[src/inc/wdg_pkg.sv]
package wdg_pkg;
   // register byte addresses
   localparam logic [15:0] ADDR_CLEAR = 16'h1FF0;
   localparam logic [15:0] ADDR_CTRL = 16'h1FF4;
   localparam logic [15:0] ADDR_STATUS = 16'h1FF8;
   localparam logic [15:0] ADDR_MASK = 16'h1FFC;
   // field positions
   localparam int CLEAR_BIT = 0;
   localparam int OPT_WDG_EN_BIT = 0;
   localparam int CTRL_CM_EN_BIT = 0;
   localparam int EV_WDG = 0;
   localparam int EV_CM = 1;
   localparam int EV_EXT = 2;
   localparam int EV_NUM = 3;
   localparam int STATUS_BOOT_BIT = 4;
   // values after reset
   localparam logic CM_EN_RST = 1'b0;
   localparam logic [2:0] EV_RST = 3'h0;
   localparam logic [2:0] MASK_RST = 3'h0;
   // timing
   localparam int CLK_PERIOD_NS = 25;
   localparam int BUS_DIV = 2;
   localparam int CM_TIMEOUT_NS = 5000;
   localparam int CM_TIMEOUT_CYC = CM_TIMEOUT_NS / CLK_PERIOD_NS;
   localparam int RST_DRIVE_BUS = 4;
   localparam int RST_DRIVE_CYC = RST_DRIVE_BUS * BUS_DIV;
   localparam int RST_GUARD_CYC = 3;
   localparam int WDG_TIMEOUT_BUS = 262144;
   localparam int SYNC_STAGES = 2;

   typedef enum logic [1:0] {
      RST_IDLE = 2'b00,
      RST_DRIVE = 2'b01,
      RST_GUARD = 2'b10
   } rst_state_type;
endpackage : wdg_pkg

[src/inc/wdg_reg_if.sv]
`timescale 1ns/100ps
interface wdg_reg_if;
   logic wr;
   logic [15:0] addr;
   logic [31:0] wdata;
   logic [3:0] be;
   logic [31:0] rdata;
   modport bus (output wr, output addr, output wdata, output be, input rdata);
   modport core (input wr, input addr, input wdata, input be, output rdata);
endinterface : wdg_reg_if

[src/verilog/wdg_avs.sv]
`timescale 1ns/100ps
module wdg_avs (
   // clock and reset
   input wire logic mclk,
   input wire logic srst,
   // avalon-mm slave
   input wire logic [15:0] av_address,
   input wire logic av_read,
   input wire logic av_write,
   input wire logic [31:0] av_writedata,
   input wire logic [3:0] av_byteenable,
   output logic [31:0] av_readdata,
   output logic av_waitrequest,
   // register side
   wdg_reg_if.bus regs
);
   logic wait_q;
   logic wait_d;
   logic [31:0] rdata_q;
   logic [31:0] rdata_d;
   logic req;

   // one wait cycle, then accept on the edge that sees waitrequest low
   always_comb begin
      req = av_read | av_write;
      wait_d = ~(req & wait_q);
      rdata_d = rdata_q;
      if (av_read && wait_q) begin
         rdata_d = regs.rdata;
      end
   end

   always_ff @(posedge mclk) begin
      if (srst) begin
         wait_q <= 1'b1;
         rdata_q <= 32'h0;
      end else begin
         wait_q <= wait_d;
         rdata_q <= rdata_d;
      end
   end

   assign regs.wr = av_write & ~wait_q;
   assign regs.addr = av_address;
   assign regs.wdata = av_writedata;
   assign regs.be = av_byteenable;
   assign av_waitrequest = wait_q;
   assign av_readdata = rdata_q;
endmodule : wdg_avs

[src/verilog/wdg_sync.sv]
`timescale 1ns/100ps
module wdg_sync #(
   parameter int WIDTH = 1,
   parameter logic [WIDTH-1:0] INIT = '0
) (
   // clock and reset
   input wire logic mclk,
   input wire logic srst,
   // levels
   input wire logic [WIDTH-1:0] async_in,
   output logic [WIDTH-1:0] sync_out
);
   logic [WIDTH-1:0] meta_q;
   logic [WIDTH-1:0] meta_d;
   logic [WIDTH-1:0] sync_q;
   logic [WIDTH-1:0] sync_d;

   always_comb begin
      meta_d = async_in;
      sync_d = meta_q;
   end

   always_ff @(posedge mclk) begin
      if (srst) begin
         meta_q <= INIT;
         sync_q <= INIT;
      end else begin
         meta_q <= meta_d;
         sync_q <= sync_d;
      end
   end

   assign sync_out = sync_q;
endmodule : wdg_sync

[src/verilog/wdg_top.sv]
`timescale 1ns/100ps
module wdg_top #(
   parameter int WDG_TIMEOUT_BUS = wdg_pkg::WDG_TIMEOUT_BUS
) (
   // clock and reset
   input wire logic mclk,
   input wire logic srst,
   // avalon-mm slave
   input wire logic [15:0] av_address,
   input wire logic av_read,
   input wire logic av_write,
   input wire logic [31:0] av_writedata,
   input wire logic [3:0] av_byteenable,
   output logic [31:0] av_readdata,
   output logic av_waitrequest,
   // interrupt
   output logic irq,
   // device context
   input wire logic [7:0] first_option_register,
   input wire logic stop_req,
   input wire logic boot_mode_pin,
   // reset pin
   input wire logic rst_pin_n_in,
   output logic rst_pin_n_out,
   output logic rst_pin_n_oe,
   // system outputs
   output logic sys_rst,
   output logic bus_clk_en
);
   localparam int WW = $clog2(WDG_TIMEOUT_BUS);
   localparam logic [WW-1:0] WDG_LAST = WW'(WDG_TIMEOUT_BUS - 1);
   localparam logic [7:0] CM_LAST = 8'(wdg_pkg::CM_TIMEOUT_CYC - 1);
   localparam logic [3:0] DRV_LAST = 4'(wdg_pkg::RST_DRIVE_CYC - 1);
   localparam logic [3:0] GRD_LAST = 4'(wdg_pkg::RST_GUARD_CYC - 1);
   localparam int CM_BOUND = 210;

   function automatic logic hit(input logic [15:0] a, input logic [15:0] off);
      hit = (a[15:2] == off[15:2]);
   endfunction : hit

   wdg_reg_if regs ();

   wdg_avs u_avs (
      .mclk(mclk),
      .srst(srst),
      .av_address(av_address),
      .av_read(av_read),
      .av_write(av_write),
      .av_writedata(av_writedata),
      .av_byteenable(av_byteenable),
      .av_readdata(av_readdata),
      .av_waitrequest(av_waitrequest),
      .regs(regs)
   );

   logic pin_n_s;
   logic boot_s;

   wdg_sync #(.WIDTH(2), .INIT(2'h1)) u_sync (
      .mclk(mclk),
      .srst(srst),
      .async_in({boot_mode_pin, rst_pin_n_in}),
      .sync_out({boot_s, pin_n_s})
   );

   // bus clock divider
   logic div_q;
   logic div_d;
   logic bus_en_q;
   logic bus_en_d;

   always_comb begin
      div_d = ~div_q;
      bus_en_d = div_q & ~stop_req;
   end

   always_ff @(posedge mclk) begin
      if (srst) begin
         div_q <= 1'b0;
         bus_en_q <= 1'b0;
      end else begin
         div_q <= div_d;
         bus_en_q <= bus_en_d;
      end
   end

   // register strobes
   logic int_rst;
   logic clear_wr;
   logic wdg_active;

   always_comb begin
      clear_wr = regs.wr && hit(regs.addr, wdg_pkg::ADDR_CLEAR) && regs.be[0]
                 && !regs.wdata[wdg_pkg::CLEAR_BIT];
      wdg_active = first_option_register[wdg_pkg::OPT_WDG_EN_BIT] && !boot_s;
   end

   // fixed watchdog
   logic [WW-1:0] wdg_cnt_q;
   logic [WW-1:0] wdg_cnt_d;
   logic wdg_exp;

   always_comb begin
      wdg_cnt_d = wdg_cnt_q;
      wdg_exp = wdg_active && bus_en_q && (wdg_cnt_q == WDG_LAST);
      if (!wdg_active || clear_wr || int_rst || wdg_exp) begin
         wdg_cnt_d = '0;
      end else if (bus_en_q) begin
         wdg_cnt_d = wdg_cnt_q + 1'b1;
      end
   end

   always_ff @(posedge mclk) begin
      if (srst) begin
         wdg_cnt_q <= '0;
      end else begin
         wdg_cnt_q <= wdg_cnt_d;
      end
   end

   // clock monitor
   logic cm_en_q;
   logic cm_en_d;
   logic [7:0] cm_cnt_q;
   logic [7:0] cm_cnt_d;
   logic cm_exp;

   always_comb begin
      cm_en_d = cm_en_q;
      if (int_rst) begin
         cm_en_d = wdg_pkg::CM_EN_RST;
      end else if (regs.wr && hit(regs.addr, wdg_pkg::ADDR_CTRL) && regs.be[0]) begin
         cm_en_d = regs.wdata[wdg_pkg::CTRL_CM_EN_BIT];
      end
      cm_exp = cm_en_q && (cm_cnt_q == CM_LAST);
      cm_cnt_d = cm_cnt_q + 8'h01;
      if (!cm_en_q || bus_en_q || cm_exp) begin
         cm_cnt_d = 8'h00;
      end
   end

   always_ff @(posedge mclk) begin
      if (srst) begin
         cm_en_q <= wdg_pkg::CM_EN_RST;
         cm_cnt_q <= 8'h00;
      end else begin
         cm_en_q <= cm_en_d;
         cm_cnt_q <= cm_cnt_d;
      end
   end

   // reset pin sequencer
   wdg_pkg::rst_state_type st_q;
   wdg_pkg::rst_state_type st_d;
   logic [3:0] rcnt_q;
   logic [3:0] rcnt_d;
   logic oe_q;
   logic oe_d;
   logic srst_q;
   logic srst_d;
   logic ext_low;

   always_comb begin
      st_d = st_q;
      rcnt_d = rcnt_q + 4'h1;
      ext_low = (st_q == wdg_pkg::RST_IDLE) && !pin_n_s;
      case (st_q)
         wdg_pkg::RST_IDLE: begin
            rcnt_d = 4'h0;
            if (wdg_exp || cm_exp) begin
               st_d = wdg_pkg::RST_DRIVE;
            end
         end
         wdg_pkg::RST_DRIVE: begin
            if (rcnt_q == DRV_LAST) begin
               st_d = wdg_pkg::RST_GUARD;
               rcnt_d = 4'h0;
            end
         end
         wdg_pkg::RST_GUARD: begin
            // own drive still in the synchroniser
            if (rcnt_q == GRD_LAST) begin
               st_d = wdg_pkg::RST_IDLE;
               rcnt_d = 4'h0;
            end
         end
         default: begin
            st_d = wdg_pkg::RST_IDLE;
            rcnt_d = 4'h0;
         end
      endcase
      oe_d = (st_d == wdg_pkg::RST_DRIVE);
      srst_d = oe_d || ext_low;
      int_rst = srst_q;
   end

   always_ff @(posedge mclk) begin
      if (srst) begin
         st_q <= wdg_pkg::RST_IDLE;
         rcnt_q <= 4'h0;
         oe_q <= 1'b0;
         srst_q <= 1'b0;
      end else begin
         st_q <= st_d;
         rcnt_q <= rcnt_d;
         oe_q <= oe_d;
         srst_q <= srst_d;
      end
   end

   // sticky events and interrupt
   logic [2:0] ev_q;
   logic [2:0] ev_d;
   logic [2:0] mask_q;
   logic [2:0] mask_d;
   logic irq_q;
   logic irq_d;
   logic [2:0] ev_set;
   logic [2:0] ev_clr;

   always_comb begin
      ev_set = 3'h0;
      ev_set[wdg_pkg::EV_WDG] = wdg_exp;
      ev_set[wdg_pkg::EV_CM] = cm_exp;
      ev_set[wdg_pkg::EV_EXT] = ext_low && !srst_q;
      ev_clr = 3'h0;
      mask_d = mask_q;
      if (regs.wr && regs.be[0] && hit(regs.addr, wdg_pkg::ADDR_STATUS)) begin
         ev_clr = regs.wdata[2:0];
      end
      if (regs.wr && regs.be[0] && hit(regs.addr, wdg_pkg::ADDR_MASK)) begin
         mask_d = regs.wdata[2:0];
      end
      ev_d = (ev_q & ~ev_clr) | ev_set;
      irq_d = |(ev_d & mask_d);
   end

   always_ff @(posedge mclk) begin
      if (srst) begin
         ev_q <= wdg_pkg::EV_RST;
         mask_q <= wdg_pkg::MASK_RST;
         irq_q <= 1'b0;
      end else begin
         ev_q <= ev_d;
         mask_q <= mask_d;
         irq_q <= irq_d;
      end
   end

   // read decode
   always_comb begin
      regs.rdata = 32'h0;
      if (hit(regs.addr, wdg_pkg::ADDR_CLEAR)) begin
         regs.rdata[7:0] = first_option_register;
      end else if (hit(regs.addr, wdg_pkg::ADDR_CTRL)) begin
         regs.rdata[wdg_pkg::CTRL_CM_EN_BIT] = cm_en_q;
      end else if (hit(regs.addr, wdg_pkg::ADDR_STATUS)) begin
         regs.rdata[2:0] = ev_q;
         regs.rdata[wdg_pkg::STATUS_BOOT_BIT] = boot_s;
      end else if (hit(regs.addr, wdg_pkg::ADDR_MASK)) begin
         regs.rdata[2:0] = mask_q;
      end
   end

   assign irq = irq_q;
   assign rst_pin_n_out = 1'b0;
   assign rst_pin_n_oe = oe_q;
   assign sys_rst = srst_q;
   assign bus_clk_en = bus_en_q;

   // checks
   a_bus_half_rate: assert property (@(posedge mclk) disable iff (srst)
      bus_en_q |=> !bus_en_q) else $error("bus enable faster than half rate");
   a_clear_restart: assert property (@(posedge mclk) disable iff (srst)
      clear_wr |=> wdg_cnt_q == '0) else $error("clear did not restart watchdog");
   a_boot_wdg_off: assert property (@(posedge mclk) disable iff (srst)
      (boot_s && $past(boot_s)) |-> (wdg_cnt_q == '0 && !wdg_exp))
      else $error("watchdog ran in boot mode");
   a_wdg_expire_rst: assert property (@(posedge mclk) disable iff (srst)
      wdg_exp |=> oe_q && sys_rst) else $error("expiry gave no reset");
   a_drive_four_bus: assert property (@(posedge mclk) disable iff (srst)
      $rose(oe_q) |-> oe_q[*8] ##1 !oe_q) else $error("pin drive length wrong");
   a_stop_monitor: assert property (@(posedge mclk) disable iff (srst)
      (cm_en_q && stop_req && st_q == wdg_pkg::RST_IDLE && !sys_rst)[*2]
      |-> ##[1:CM_BOUND] oe_q) else $error("stop gave no reset");
   a_ext_pin_rst: assert property (@(posedge mclk) disable iff (srst)
      ext_low |=> sys_rst) else $error("external reset missed");
   a_rd_option: assert property (@(posedge mclk) disable iff (srst)
      (av_read && av_waitrequest && hit(av_address, wdg_pkg::ADDR_CLEAR))
      |=> av_readdata[7:0] == $past(first_option_register))
      else $error("clear address read wrong");
   a_irq_level: assert property (@(posedge mclk) disable iff (srst)
      irq == |(ev_q & mask_q)) else $error("interrupt level wrong");
endmodule : wdg_top
[config.mk]
export PLATFORM = sky130hd
export DESIGN_NAME = wdg_top
export DESIGN_NICKNAME = d
export VERILOG_FILES = /design/src/inc/wdg_pkg.sv /design/src/inc/wdg_reg_if.sv /design/src/verilog/wdg_avs.sv /design/src/verilog/wdg_sync.sv /design/src/verilog/wdg_top.sv
export SDC_FILE = /design/constraint.sdc
export NUM_CORES = 1
export LEC_CHECK = 0
export ABC_AREA = 1
export BUFFER_PORTS_ARGS = -buffer_cell sky130_fd_sc_hd__buf_4
export CAP_MARGIN = 30
export CELL_PAD_IN_SITES_DETAIL_PLACEMENT = 0
export CELL_PAD_IN_SITES_GLOBAL_PLACEMENT = 1
export CORE_MARGIN = 3
export CORE_UTILIZATION = 25
export DETAILED_ROUTE_END_ITERATION = 16
export PLACE_DENSITY_LB_ADDON = 0.1
export REMOVE_ABC_BUFFERS = 1
export SETUP_SLACK_MARGIN = 0.3
export SLEW_MARGIN = 20
export SYNTH_ARGS = -nofsm -noshare
export SYNTH_HDL_FRONTEND = slang
export SYNTH_SLANG_ARGS = --single-unit
[constraint.sdc]
create_clock -name mclk -period 4.4 [get_ports mclk]
set_input_delay 0.88 -clock mclk [delete_from_list [all_inputs] [get_ports mclk]]
set_output_delay 0.88 -clock mclk [all_outputs]
set_load 0.005 [all_outputs]
# [Yosys cells after proc, flatten, opt, wreduce, memory -nomap -nowiden]
# Cells that the tools add are included.
[totals] latchBits=0 wordCells=94 memories=0 ramBits=0 regBits=57 output_inout_bits=38 rom_bits=0
[classes] div_mod_pow=0 muxes=19 magnitude_cmp=0 reduce_logical=33 eq_ne=11 bitwise_logic=12 n_mul=0 shifts=0 addsub=3
[op_table] operator="14-bit by 11-bit == test with 1-bit output (second input constant)" n=4
[op_table] operator="18-bit by 1-bit adder with 18-bit output (second input constant)" n=1
[op_table] operator="18-bit == test (second input constant)" n=1
[op_table] operator="3-bit two-way mux" n=6
[op_table] operator="1-bit logical AND" n=15
[op_table] operator="8-bit by 1-bit adder with 8-bit output (second input constant)" n=1
[op_table] operator="8-bit == test (second input constant)" n=1
[op_table] operator="2-bit two-way mux" n=4
[op_table] operator="4-bit two-way mux" n=2
[op_table] operator="4-bit case mux with 2 select lines" n=1
[op_table] operator="1-bit logical OR" n=7
[op_table] operator="3-bit AND" n=2
[op_table] operator="1-bit logical NOT" n=6
[op_table] operator="2-bit case mux with 3 select lines" n=1
[op_table] operator="2-bit OR reduction" n=3
[op_table] operator="1-bit two-way mux" n=5
[op_table] operator="4-bit by 1-bit adder with 4-bit output (second input constant)" n=1
[op_table] operator="2-bit by 1-bit == test with 1-bit output (second input constant)" n=2
[op_table] operator="4-bit by 2-bit == test with 1-bit output (second input constant)" n=1
[op_table] operator="4-bit by 3-bit == test with 1-bit output (second input constant)" n=1
[op_table] operator="1-bit NOT" n=4
[op_table] operator="1-bit AND" n=3
[op_table] operator="3-bit NOT" n=1
[op_table] operator="3-bit bitwise OR" n=1
[op_table] operator="4 further kinds" n=4

# [Depth between registers and ports, before layout]
# Gate-level depths: netlist of run 1.
[logic_depth] word_depth=10 depth_mapped=12 depth_no_buf=12

# [Hierarchy]
# Synthesis of run 1 repeated with hierarchy kept, for this count alone.
[hier_totals] cells_unflattened=609 area_unflattened_um2=4271.6
[by_module_without_submodules] module="wdg_top" area_per_inst_um2=2412.3 n_inst=1 cells_each=337
[by_module_without_submodules] module="wdg_avs" area_per_inst_um2=1745.4 n_inst=1 cells_each=259
[by_module_without_submodules] module="wdg_sync" area_per_inst_um2=113.9 n_inst=1 cells_each=13

# [Worst setup path before layout of run 1]
# OpenSTA, ideal clock, no wires.
[synth_path] path_kind="input to register" startpoint="in av_address[9]" endpoint="reg wdg_cnt_q[16]" required_time_ps=4283 stages=8 n_path_buf=1 arrival_time_ps=1873 path_slack_ps=2410 setup_ps=117 path_cell_list="nand2_1 nor2_8 inv_2 nor3b_4 nand3_2 nand3_4 buf_12 nor2_2"
[synth_between] elab_chain_cells=8
[synth_rtl] element="start: declaration" line_no="wdg_top.sv:9" rtl="input wire logic [15:0] av_address,"
[synth_rtl] element="14-bit by 11-bit == test with 1-bit output" line_no="wdg_top.sv:38" rtl="hit = (a[15:2] == off[15:2]);"
[synth_rtl] element="1-bit logical AND (2 in series)" line_no="wdg_top.sv:93" rtl="clear_wr = regs.wr && hit(regs.addr, wdg_pkg::ADDR_CLEAR) && regs.be[0]"
[synth_rtl] element="1-bit logical AND" line_no="wdg_top.sv:94" rtl="&& !regs.wdata[wdg_pkg::CLEAR_BIT];"
[synth_rtl] element="1-bit logical OR (3 in series)" line_no="wdg_top.sv:106" rtl="if (!wdg_active || clear_wr || int_rst || wdg_exp) begin"
[synth_rtl] element="2-bit OR reduction (no line)"
[synth_rtl] element="end signal: assignment" line_no="wdg_top.sv:117" rtl="wdg_cnt_q <= wdg_cnt_d;"
[synth_rtl] element="end: declaration" line_no="wdg_top.sv:99" rtl="logic [WW-1:0] wdg_cnt_q;"
# Every way passes these cells.
# A chain may end at the register's enable or synchronous reset.

# [Worst setup path after layout of run 1]
[layout_path] startpoint="in av_address[15]" endpoint="reg wdg_cnt_q[14]"
# Same word-level chain as after synthesis.

==> metrics.txt, run 1 <==
fin crit period=2.01 ns; share of flip-flops with an asynchronous set or reset=0; CTS tree=yes; DRC viols=0; Post-synth EDFFs=0; combinational share of power=0.055; crit-path max FO=18; post-route ant nets=0; GR met3 Demand/Resource=0.0347; Critical Path Source Type=input port; CTS buffer count=9; Core ar.=approximately 12000 um2; Fin. Hold Viols=0; first-pass GRT wire length=11200 um; met1 usage=0.127; dominant cell by count in the synthesized netlist=nand2_1; # Post-CTS Setup Buffers=0; chip width=about 120 um; met2 Use GR=0.181; part of the cycle the worst path needs=0.456; CTS root buf=clkbuf_16; final wirelength=around 7000 um; number of detailed-route iterations in the first pass=4; ys flop type=dfxtp_1; routed vias=2483; CTS Sinks=57; GRT Max-Usage Layer=met2; hpwl dp=between 5000 and 6000 um; worst hold path class=register to register; cell area after synthesis=2970 um2; Avg Inst Size Synth=7.43 um2; Nets=526; clock skew after layout=0.00821 ns; Yosys Warn Count=0; Mapped Cells=400; max-slew violation count=0; number of distinct library cells after synthesis=39; final core occ=0.318; RSZ-0062 raised after global routing=no; die height=115 um; buffers added on ports=45; initial antenna violation count=0; flops & latches, synth=57; CTS Buffer Depth=2; Final Setup Violations=0; LEAKAGE=0.00157 uW; vias in the first global route=2350; power per standard cell area=353 nW/um2; Yosys top cell area share=0.384; Starting Density=0.258; Top Ports=around 110; top area cells in the synthesized netlist=dfxtp_1 38%, nand2_1 11%, buf_4 6.3%; P_int=1010 uW; layout cells sized above 1=0.193; post_cts resized=0; later-pin clock latency in the skew report=0.33 ns; power share of the clock group=0.535; sequential fraction of the synthesis area=0.384; worst vdd ir=0.203 mV; switching power share of the total=0.220; Die ar.=13200 um2; # H-tree levels=3; gr usage total=0.108; Worst Path Required=4.60 ns; Detailed Route Iter0 Violations=between 80 and 90; gp weighted congestion=about 0.74; maxcap violations=0; status=completed; crit path capture type=register; post-route setup TNS=0 ns; leading area contributor after synthesis=dfxtp_1; grt total ovfl=0; Sequential Power Share=0.410; most frequent cells after synthesis=85 x nand2_1, 57 x dfxtp_1, 49 x inv_1, 41 x nor2_1, 29 x nand3_1; Vias/cell=4.15; largest net degree at the start of global routing=19; NetSw=284 uW; hold buffers post-CTS=0; critical path class=input port to register; Rows=39; CP arrival=2.20 ns; Fmax achieved=498 MHz; Synth-to-Final Area Change=23.2%; Routed WL per cell=11.4 um; antenna cells=0; Clock transition at path regs=0.05 ns
[area by class of cell]
cell class	count	area, um2
clock buffer	11	243
fill	1274	7860
inverter	50	188
clock inverter	5	55.1
sequential	57	1140
timing repair buffer	46	345
multi-input combinational	287	1510
tap	143	179
[state kept, by name (all words and copies together), names as in the netlist]
register and flops:
u_avs.av_waitrequest 1, bus_clk_en 1, div_q 1, u_sync.meta_q 2, st_q 2, u_avs.av_readdata 8, irq 1, wdg_cnt_q 18
cm_en_q 1, rcnt_q 4, rst_pin_n_oe 1, ev_q 3, u_sync.sync_out 2, mask_q 3, sys_rst 1, cm_cnt_q 8
[worst max-delay path, stage by stage]
cell	delay, ns
buf_4	0.10
nor2_1	0.12
nand3_2	0.17
nor3b_4	0.41
nand3_2	0.15
nand3_4	0.26
nor3b_1	0.08
[power groups by stage]
stage	Clock (uW)	Sequential, uW	Combinational (uW)
after floorplan	0	540	29.7
after global placement	0	541	71.3
after detailed placement	0	540	72.2
after CTS	722	529	72.6
after global routing	743	530	81.6
final	692	530	71.3
[through the flow]
stage	power (uW)	instance area (um2)	setup slack, ns	hold slack (ns)	cells
2_1_floorplan	570	2840	2.43	0.388	394
3_3_place_gp	612	3360	1.99	0.398	583
5_1_grt	1350	3660	2.20	0.431	599
3_5_place_dp	613	3360	1.99	0.393	583
6_report	1290	3660	2.39	0.405	599
4_1_cts	1320	3660	2.34	0.406	599
[path summary, 6_finish.rpt]
kind	to	from	slack [ns]	depth (start not counted)
worst max-delay path	wdg_cnt_q[14]$_SDFFE_PP0P_	av_address[15]	2.39	7
worst min-delay path	u_sync.sync_out[1]$_SDFF_PP0_	u_sync.meta_q[1]$_SDFF_PP0_	0.41	2
worst max register to register	wdg_cnt_q[14]$_SDFFE_PP0P_	wdg_cnt_q[0]$_SDFFE_PP0P_	2.80	6
worst min register to register	u_sync.sync_out[1]$_SDFF_PP0_	u_sync.meta_q[1]$_SDFF_PP0_	0.41	2
[layout by cell type, fill, tap and decap left out, drive strengths merged, types with 6 or more instances in the layout]
cell and count:
nand2 86, dfxtp 57, nor2 56, inv 50, buf 46, nand3 32
conb 25, a21oi 16, nand4 16, clkbuf 11, xor2 10, o21ai 9
ha 8, nor3 7, nor3b 6
[cell families (layout without fill, tap and decap cells)]
| kind of cell | count (synthesis) | after routing | share of synthesized area |
|---|---|---|---|
| flops | 57 | 57 | 0.384 |
| buf+inv | 80 | 112 | 0.139 |
| compound gates | 33 | 33 | 0.0623 |
| xor+xnor | 13 | 13 | 0.0383 |
| fa+ha+maj | 8 | 8 | 0.0337 |
| other cells | 1 | 25 | 0.00126 |
| simple gates | 208 | 208 | 0.342 |
[metal layers]
layer / vias up / wire length, um
li1: 1328 / -
met1: 1080 / 3170
met2: 66 / 3160
met3: 9 / 402
met4: 0 / 102
met5: - / 0
Note: power is estimated with default switching activity, not from simulation.
==> inputs of run 2 (changes only) <==
--- a/config.mk
+++ b/config.mk
@@ -5,7 +5,7 @@
 export SDC_FILE = /design/constraint.sdc
 export NUM_CORES = 1
 export LEC_CHECK = 0
-export ABC_AREA = 1
+export ABC_AREA = 0
 export BUFFER_PORTS_ARGS = -buffer_cell sky130_fd_sc_hd__buf_4
 export CAP_MARGIN = 30
 export CELL_PAD_IN_SITES_DETAIL_PLACEMENT = 0
==> constraint.sdc (replaced) <==
create_clock -name mclk -period 1.9 [get_ports mclk]
set_input_delay 0.38 -clock mclk [delete_from_list [all_inputs] [get_ports mclk]]
set_output_delay 0.38 -clock mclk [all_outputs]
set_load 0.005 [all_outputs]
==> metrics.txt, run 2 <==
gp weighted congestion=0.714 (-3.5%); cell area after synthesis=2770 um2 (-6.9%); chip width=111 um (-3.3%); crit path capture type=register; CTS tree=yes; CTS root buf=clkbuf_8; power per standard cell area=634 nW/um2 (+79%); vias in the first global route=2153 (-8.4%); CP Cell Sequence=nand3b_1, nor4_4, buf_6, a41oi_2, o221ai_2, o221ai_2; Biggest register=wdg_cnt_q; # H-tree levels=3 (unchanged); final wirelength=6700 um (-1.9%); Rows=37 (-5.1%); top area cells in the synthesized netlist=dfxtp_1 41%, buf_4 7.1%, nor2_1 6.0%; gr usage total=0.109 (+0.00138); R2R Path Start=u_avs.av_waitrequest$_SDFF_PP1_; Starting Density=0.262 (+0.00404); largest net degree at the start of global routing=19 (unchanged); later-pin clock latency in the skew report=0.34 ns (about the same); post-route ant nets=0 (unchanged); final core occ=0.353 (+0.0351); Post-synth EDFFs=0 (unchanged); Yosys top cell area share=0.413 (+0.0285); Synth Area in Adders=0.0362 (+0.00250); R2R Path End=irq$_SDFF_PP0_; leading area contributor after synthesis=dfxtp_1; CTS buffer count=9 (unchanged); worst vdd ir=0.386 mV (+90%); layout cells sized above 1=0.339 (+0.146); flops & latches, synth=57 (unchanged); clock skew after layout=0.00623 ns (-0.00198 ns); WHS Path Cells=2 (unchanged); dominant cell by count in the synthesized netlist=dfxtp_1; number of filler instances in the final layout=1120 (-12%); initial antenna violation count=0 (unchanged); critical path's largest stage delay=0.32 ns (-0.09 ns); Core ar.=10600 um2 (-8.3%); status=completed; LEAKAGE=0.00150 uW (-4.2%); DRC viols=0 (unchanged); Mapped Cells=305 (-24%); antenna cells=0 (unchanged); Hold Startpoint=stop_req; mux share of post-synthesis cell area=0.0335 (+0.0335); max-slew violation count=0 (unchanged); Final Setup Violations=0 (unchanged); RSZ-0062 raised after global routing=yes; hpwl dp=4750 um (-7.0%); fin crit period=1.62 ns; Reg2Reg Depth=6 (unchanged); Critical Path Source Type=register; part of the cycle the worst path needs=0.852; Synth Area in Simple Gates=0.263 (-0.0787); xor and xnor area share after synthesis=0.0792 (+0.0409); first-pass GRT wire length=10700 um (-4.3%); Yosys Warn Count=0 (unchanged); slowest CP cell=dfxtp_2; grt total ovfl=0 (unchanged); Hold Path Sink=bus_clk_en$_SDFF_PP0_; commonest non-fill, non-tap cell in the layout=buf_4; critical path class=register to register; ys flop type=dfxtp_1; CTS Sinks=57 (unchanged); Detailed Route Iter0 Violations=49 (-41%); Worst Path Required=2.12 ns (-2.48 ns); most numerous cell on the critical path=o221ai_2; Fmax achieved=618 MHz; routed vias=2227 (-10%); maxcap violations=0 (unchanged); die height=111 um (-3.3%); number of flip-flops in the largest register=18 (unchanged); Die ar.=12400 um2 (-6.5%); R2R setup slack=0.28 ns (-2.52 ns); share of flip-flops with an asynchronous set or reset=0 (unchanged); buffers added on ports=45 (unchanged); Avg Inst Size Synth=9.07 um2 (+22%); CP arrival=1.83 ns (-0.37 ns); Nets=458 (-13%); CTS Buffer Depth=2 (unchanged); number of distinct library cells after synthesis=49 (+26%); Compound-Gate Fraction of Synth Area=0.0751 (+0.0128); Synth-to-Final Area Change=34.7%; Clock transition at path regs=0.06 ns (about the same); Top Ports=105 (unchanged); number of detailed-route iterations in the first pass=4 (unchanged); hold buffers post-CTS=0 (unchanged); Vias/cell=4.26 (+2.7%); Sequential Area=1160 um2 (+1.3%); sequential fraction of the synthesis area=0.413 (+0.0285); slack of the critical path=0.282 ns (-2.11 ns); Fin. Hold Viols=0 (unchanged); most frequent cells in the layout=69 x buf_4, 45 x dfxtp_1, 42 x nor2_1; largest family of logic cells by synthesized area=simple AND/OR/NAND/NOR gates; worst hold path class=input port to register; footprint of the multi-input gates=1570 um2 (+4.0%); most frequent cells after synthesis=57 x dfxtp_1, 44 x nor2_1, 26 x buf_4, 16 x nand2_1, 15 x xor2_1; crit-path max FO=6 (-12); worst slack, placed=-0.101 ns (-2.09 ns); Routed WL per cell=12.8 um (+12%)
-- run 2: where the power goes --
| part | switching, uW | internal [uW] | leakage (uW) |
|---|---|---|---|
| logic | 93.9 | 90.2 | 0.000947 |
| clock network | 475 | 492 | 0.0000887 |
| registers | 5.24 | 1210 | 0.000466 |
| total | 574 | 1790 | 0.00150 |
-- run 2: worst max path at each step --
stage | startpoint | to | slack (ns) | depth (start not counted)
2_1_floorplan | av_address[15] | irq$_SDFF_PP0_ | 0.29 | 5
3_3_place_gp | av_address[14] | irq$_SDFF_PP0_ | -0.12 | 6
3_5_place_dp | av_address[14] | irq$_SDFF_PP0_ | -0.10 | 6
4_1_cts | u_avs.av_waitrequest$_SDFF_PP1_ | irq$_SDFF_PP0_ | 0.25 | 5
5_1_grt | u_avs.av_waitrequest$_SDFF_PP1_ | irq$_SDFF_PP0_ | 0.18 | 6
6_report | u_avs.av_waitrequest$_SDFF_PP1_ | irq$_SDFF_PP0_ | 0.28 | 6
-- run 2: critical path, delay by kind of cell (launching register included) --
kind	cells	cell delay, ns
simple gates	2	0.51
compound gates	3	0.50
flops	1	0.32
buf+inv	1	0.17
-- run 2: layout make-up --
| class | instances | area share |
|---|---|---|
| multi-input combinational | 226 | 0.421 |
| sequential | 57 | 0.310 |
| timing repair buffer | 76 | 0.166 |
| tap | 136 | 0.0457 |
| clock buffer | 11 | 0.0380 |
| inverter | 13 | 0.0131 |
| clock inverter | 4 | 0.00538 |
-- run 2: logic make-up after synthesis --
family                     Yosys count
buffers and inverters               46
muxes                                8
AOI/OAI and AO/OA                   31
xor gates and xnor gates            25
DFF                                 57
other                                1
and+or+nand+nor                    129
adders and majority gates            8
-- run 2: timing repair --
| action | CTS | global route |
|---|---|---|
| pin swaps | 5 | 10 |
| cloned | 0 | 2 |
| buffers inserted | 7 | 4 |
| setup endpoints to repair | 10 | 32 |
| resized for setup | 12 | 33 |
-- run 2: per-layer routing --
metal | up-vias | part of all wire | GRT usage
li1 | 1159 | - | -
met3 | 9 | 0.042 | 0.0382
met1 | 1017 | 0.46 | 0.137
met4 | 0 | 0.013 | 0.0438
met2 | 42 | 0.49 | 0.171
met5 | - | 0 | 0
-- run 2: per-stage QoR --
step	hold slack (ns)	TNS, ns	total power [uW]	area, um2	cells
2_1_floorplan	0.381	0	1290	2630	296
3_3_place_gp	0.391	-0.455	1400	3290	495
3_5_place_dp	0.398	-0.269	1400	3290	495
4_1_cts	0.172	0	2410	3520	517
5_1_grt	0.182	0	2490	3720	523
6_report	0.198	0	2360	3720	523
==> inputs of run 3 (changes only) <==
--- a/config.mk
+++ b/config.mk
@@ -14,7 +14,6 @@
 export CORE_UTILIZATION = 25
 export DETAILED_ROUTE_END_ITERATION = 16
 export PLACE_DENSITY_LB_ADDON = 0.1
-export REMOVE_ABC_BUFFERS = 1
 export SETUP_SLACK_MARGIN = 0.3
 export SLEW_MARGIN = 20
 export SYNTH_ARGS = -nofsm -noshare
==> metrics.txt, run 3 (same netlist as run 2, synthesis figures left out) <==
Rows=37 (unchanged); CTS Buffer Depth=2 (unchanged); Reg2Reg Depth=8 (+2); crit-path max FO=5 (-1); # H-tree levels=3 (unchanged); worst vdd ir=0.435 mV (+13%); CTS Sinks=57 (unchanged); Vias/cell=4.25 (-0.12%); Fmax achieved=644 MHz (+4.1%); CTS root buf=clkbuf_8; Routed WL per cell=12.8 um (-0.47%); max-slew violation count=0 (unchanged); Critical Path Source Type=input port; Sequential Power Share=0.479 (-0.034); Worst Path Required=2.13 ns (about the same); hpwl dp=4740 um (-0.24%); combinational share of power=0.068 (-0.010); die height=111 um (unchanged); post-route ant nets=0 (unchanged); later-pin clock latency in the skew report=0.35 ns (about the same); Design Power=2520 uW (+6.7%); layout cells sized above 1=0.342 (+0.00347); DRC viols=0 (unchanged); part of the cycle the worst path needs=0.818 (-0.0339); buffers added on ports=45 (unchanged); Detailed Route Iter0 Violations=49 (unchanged); NetSw=605 uW (+5.3%); critical path class=input port to register; initial antenna violation count=0 (unchanged); slack of the critical path=0.346 ns (+0.0644 ns); gp weighted congestion=0.713 (about the same); CTS tree=yes; R2R setup slack=0.36 ns (+0.08 ns); commonest non-fill, non-tap cell in the layout=buf_4; worst slack, placed=0.0198 ns (+0.121 ns); CTS buffer count=9 (unchanged); RSZ-0062 raised after global routing=yes; LEAKAGE=0.00152 uW (+1.2%); Final Setup Violations=0 (unchanged); P_int=1910 uW (+7.1%); switching power share of the total=0.240 (-0.00315); status=completed; chip width=111 um (unchanged); gr usage total=0.109 (about the same); maxcap violations=0 (unchanged); final wirelength=6660 um (-0.66%); Die ar.=12400 um2 (unchanged); Core ar.=10600 um2 (unchanged); clock skew after layout=0.00844 ns (+0.00221 ns); first-pass GRT wire length=10800 um (+0.96%); Fin. Hold Viols=0 (unchanged); Nets=457 (-0.22%); number of detailed-route iterations in the first pass=4 (unchanged); most frequent cells in the layout=73 x buf_4, 50 x dfxtp_1, 43 x nor2_1; critical path startpoint=av_address[9]; R2R Path End=ev_q[0]$_SDFF_PP0_; Clock transition at path regs=0.07 ns (about the same); crit path capture type=register; vias in the first global route=2150 (-0.14%); routed vias=2220 (-0.31%); grt total ovfl=0 (unchanged); Synth-to-Final Area Change=35.6%; worst hold path class=input port to register; fin crit period=1.55 ns (-0.0644 ns); Biggest register=wdg_cnt_q; CP arrival=1.78 ns (-0.05 ns); number of flip-flops in the largest register=18 (unchanged); largest net degree at the start of global routing=27 (+8); crit path to=irq$_SDFF_PP0_; antenna cells=0 (unchanged); power per standard cell area=672 nW/um2 (+5.9%); Top Ports=105 (unchanged); power share of the clock group=0.453 (+0.044); R2R Path Start=u_avs.av_waitrequest$_SDFF_PP1_; Starting Density=0.262 (unchanged)
==> run 3: worst min path at each step <==
stage | cells after the start | slack, ns | start | endpoint
floorplan | 1 | 0.38 | div_q$_SDFF_PP0_ | div_q$_SDFF_PP0_
global placement | 1 | 0.40 | div_q$_SDFF_PP0_ | div_q$_SDFF_PP0_
detailed placement | 1 | 0.40 | div_q$_SDFF_PP0_ | div_q$_SDFF_PP0_
CTS | 2 | 0.16 | stop_req | bus_clk_en$_SDFF_PP0_
global route | 2 | 0.18 | stop_req | bus_clk_en$_SDFF_PP0_
finish | 2 | 0.19 | stop_req | bus_clk_en$_SDFF_PP0_
==> run 3: metrics by stage <==
stage | hold slack [ns] | instances | util | area (um2) | setup TNS (ns)
floorplan | 0.384 | 329 | - | 2870 | 0
global placement | 0.396 | 496 | 0.313 | 3310 | -0.0383
detailed placement | 0.399 | 496 | 0.313 | 3310 | 0
CTS | 0.160 | 513 | 0.335 | 3540 | 0
global route | 0.179 | 522 | 0.355 | 3750 | 0
finish | 0.188 | 522 | 0.355 | 3750 | 0
==> run 3: layout make-up <==
type | count | area (um2)
clock buffers | 10 | 138
clock inverters | 5 | 56.3
fillers | 1115 | 6810
inverters | 13 | 48.8
multi-input cells | 226 | 1600
flip-flops and latches | 57 | 1160
well taps | 136 | 170
repair buffers | 75 | 579
==> run 3: repair_timing <==
item | in CTS | in global routing
resized for setup | 8 | 35
hold buffers | 0 | 0
setup buffers | 2 | 9
pin swaps | 4 | 14
endpoints found under the setup margin | 10 | 30
==> run 3: critical path, stage by stage <==
cell	delay, ns
buf_4	0.08
nand4_1	0.25
nor4_4	0.34
buf_4	0.19
a41oi_2	0.15
o221ai_2	0.25
o221ai_2	0.13
==> run 3: power groups by stage <==
stage / clock, uW / sequential (uW) / combinational [uW]
4_1_cts: 1200 / 1210 / 166
3_5_place_dp: 0 / 1240 / 165
2_1_floorplan: 0 / 1240 / 107
6_report: 1140 / 1210 / 172
5_1_grt: 1260 / 1210 / 189
3_3_place_gp: 0 / 1240 / 166
==> run 3: metal layers <==
metal / vias to the layer above / track usage / share of wire
met2: 31 / 0.164 / 0.46
met4: 0 / 0.0414 / 0.017
met1: 1022 / 0.141 / 0.48
met3: 10 / 0.0426 / 0.040
met5: - / 0 / 0
li1: 1157 / - / -
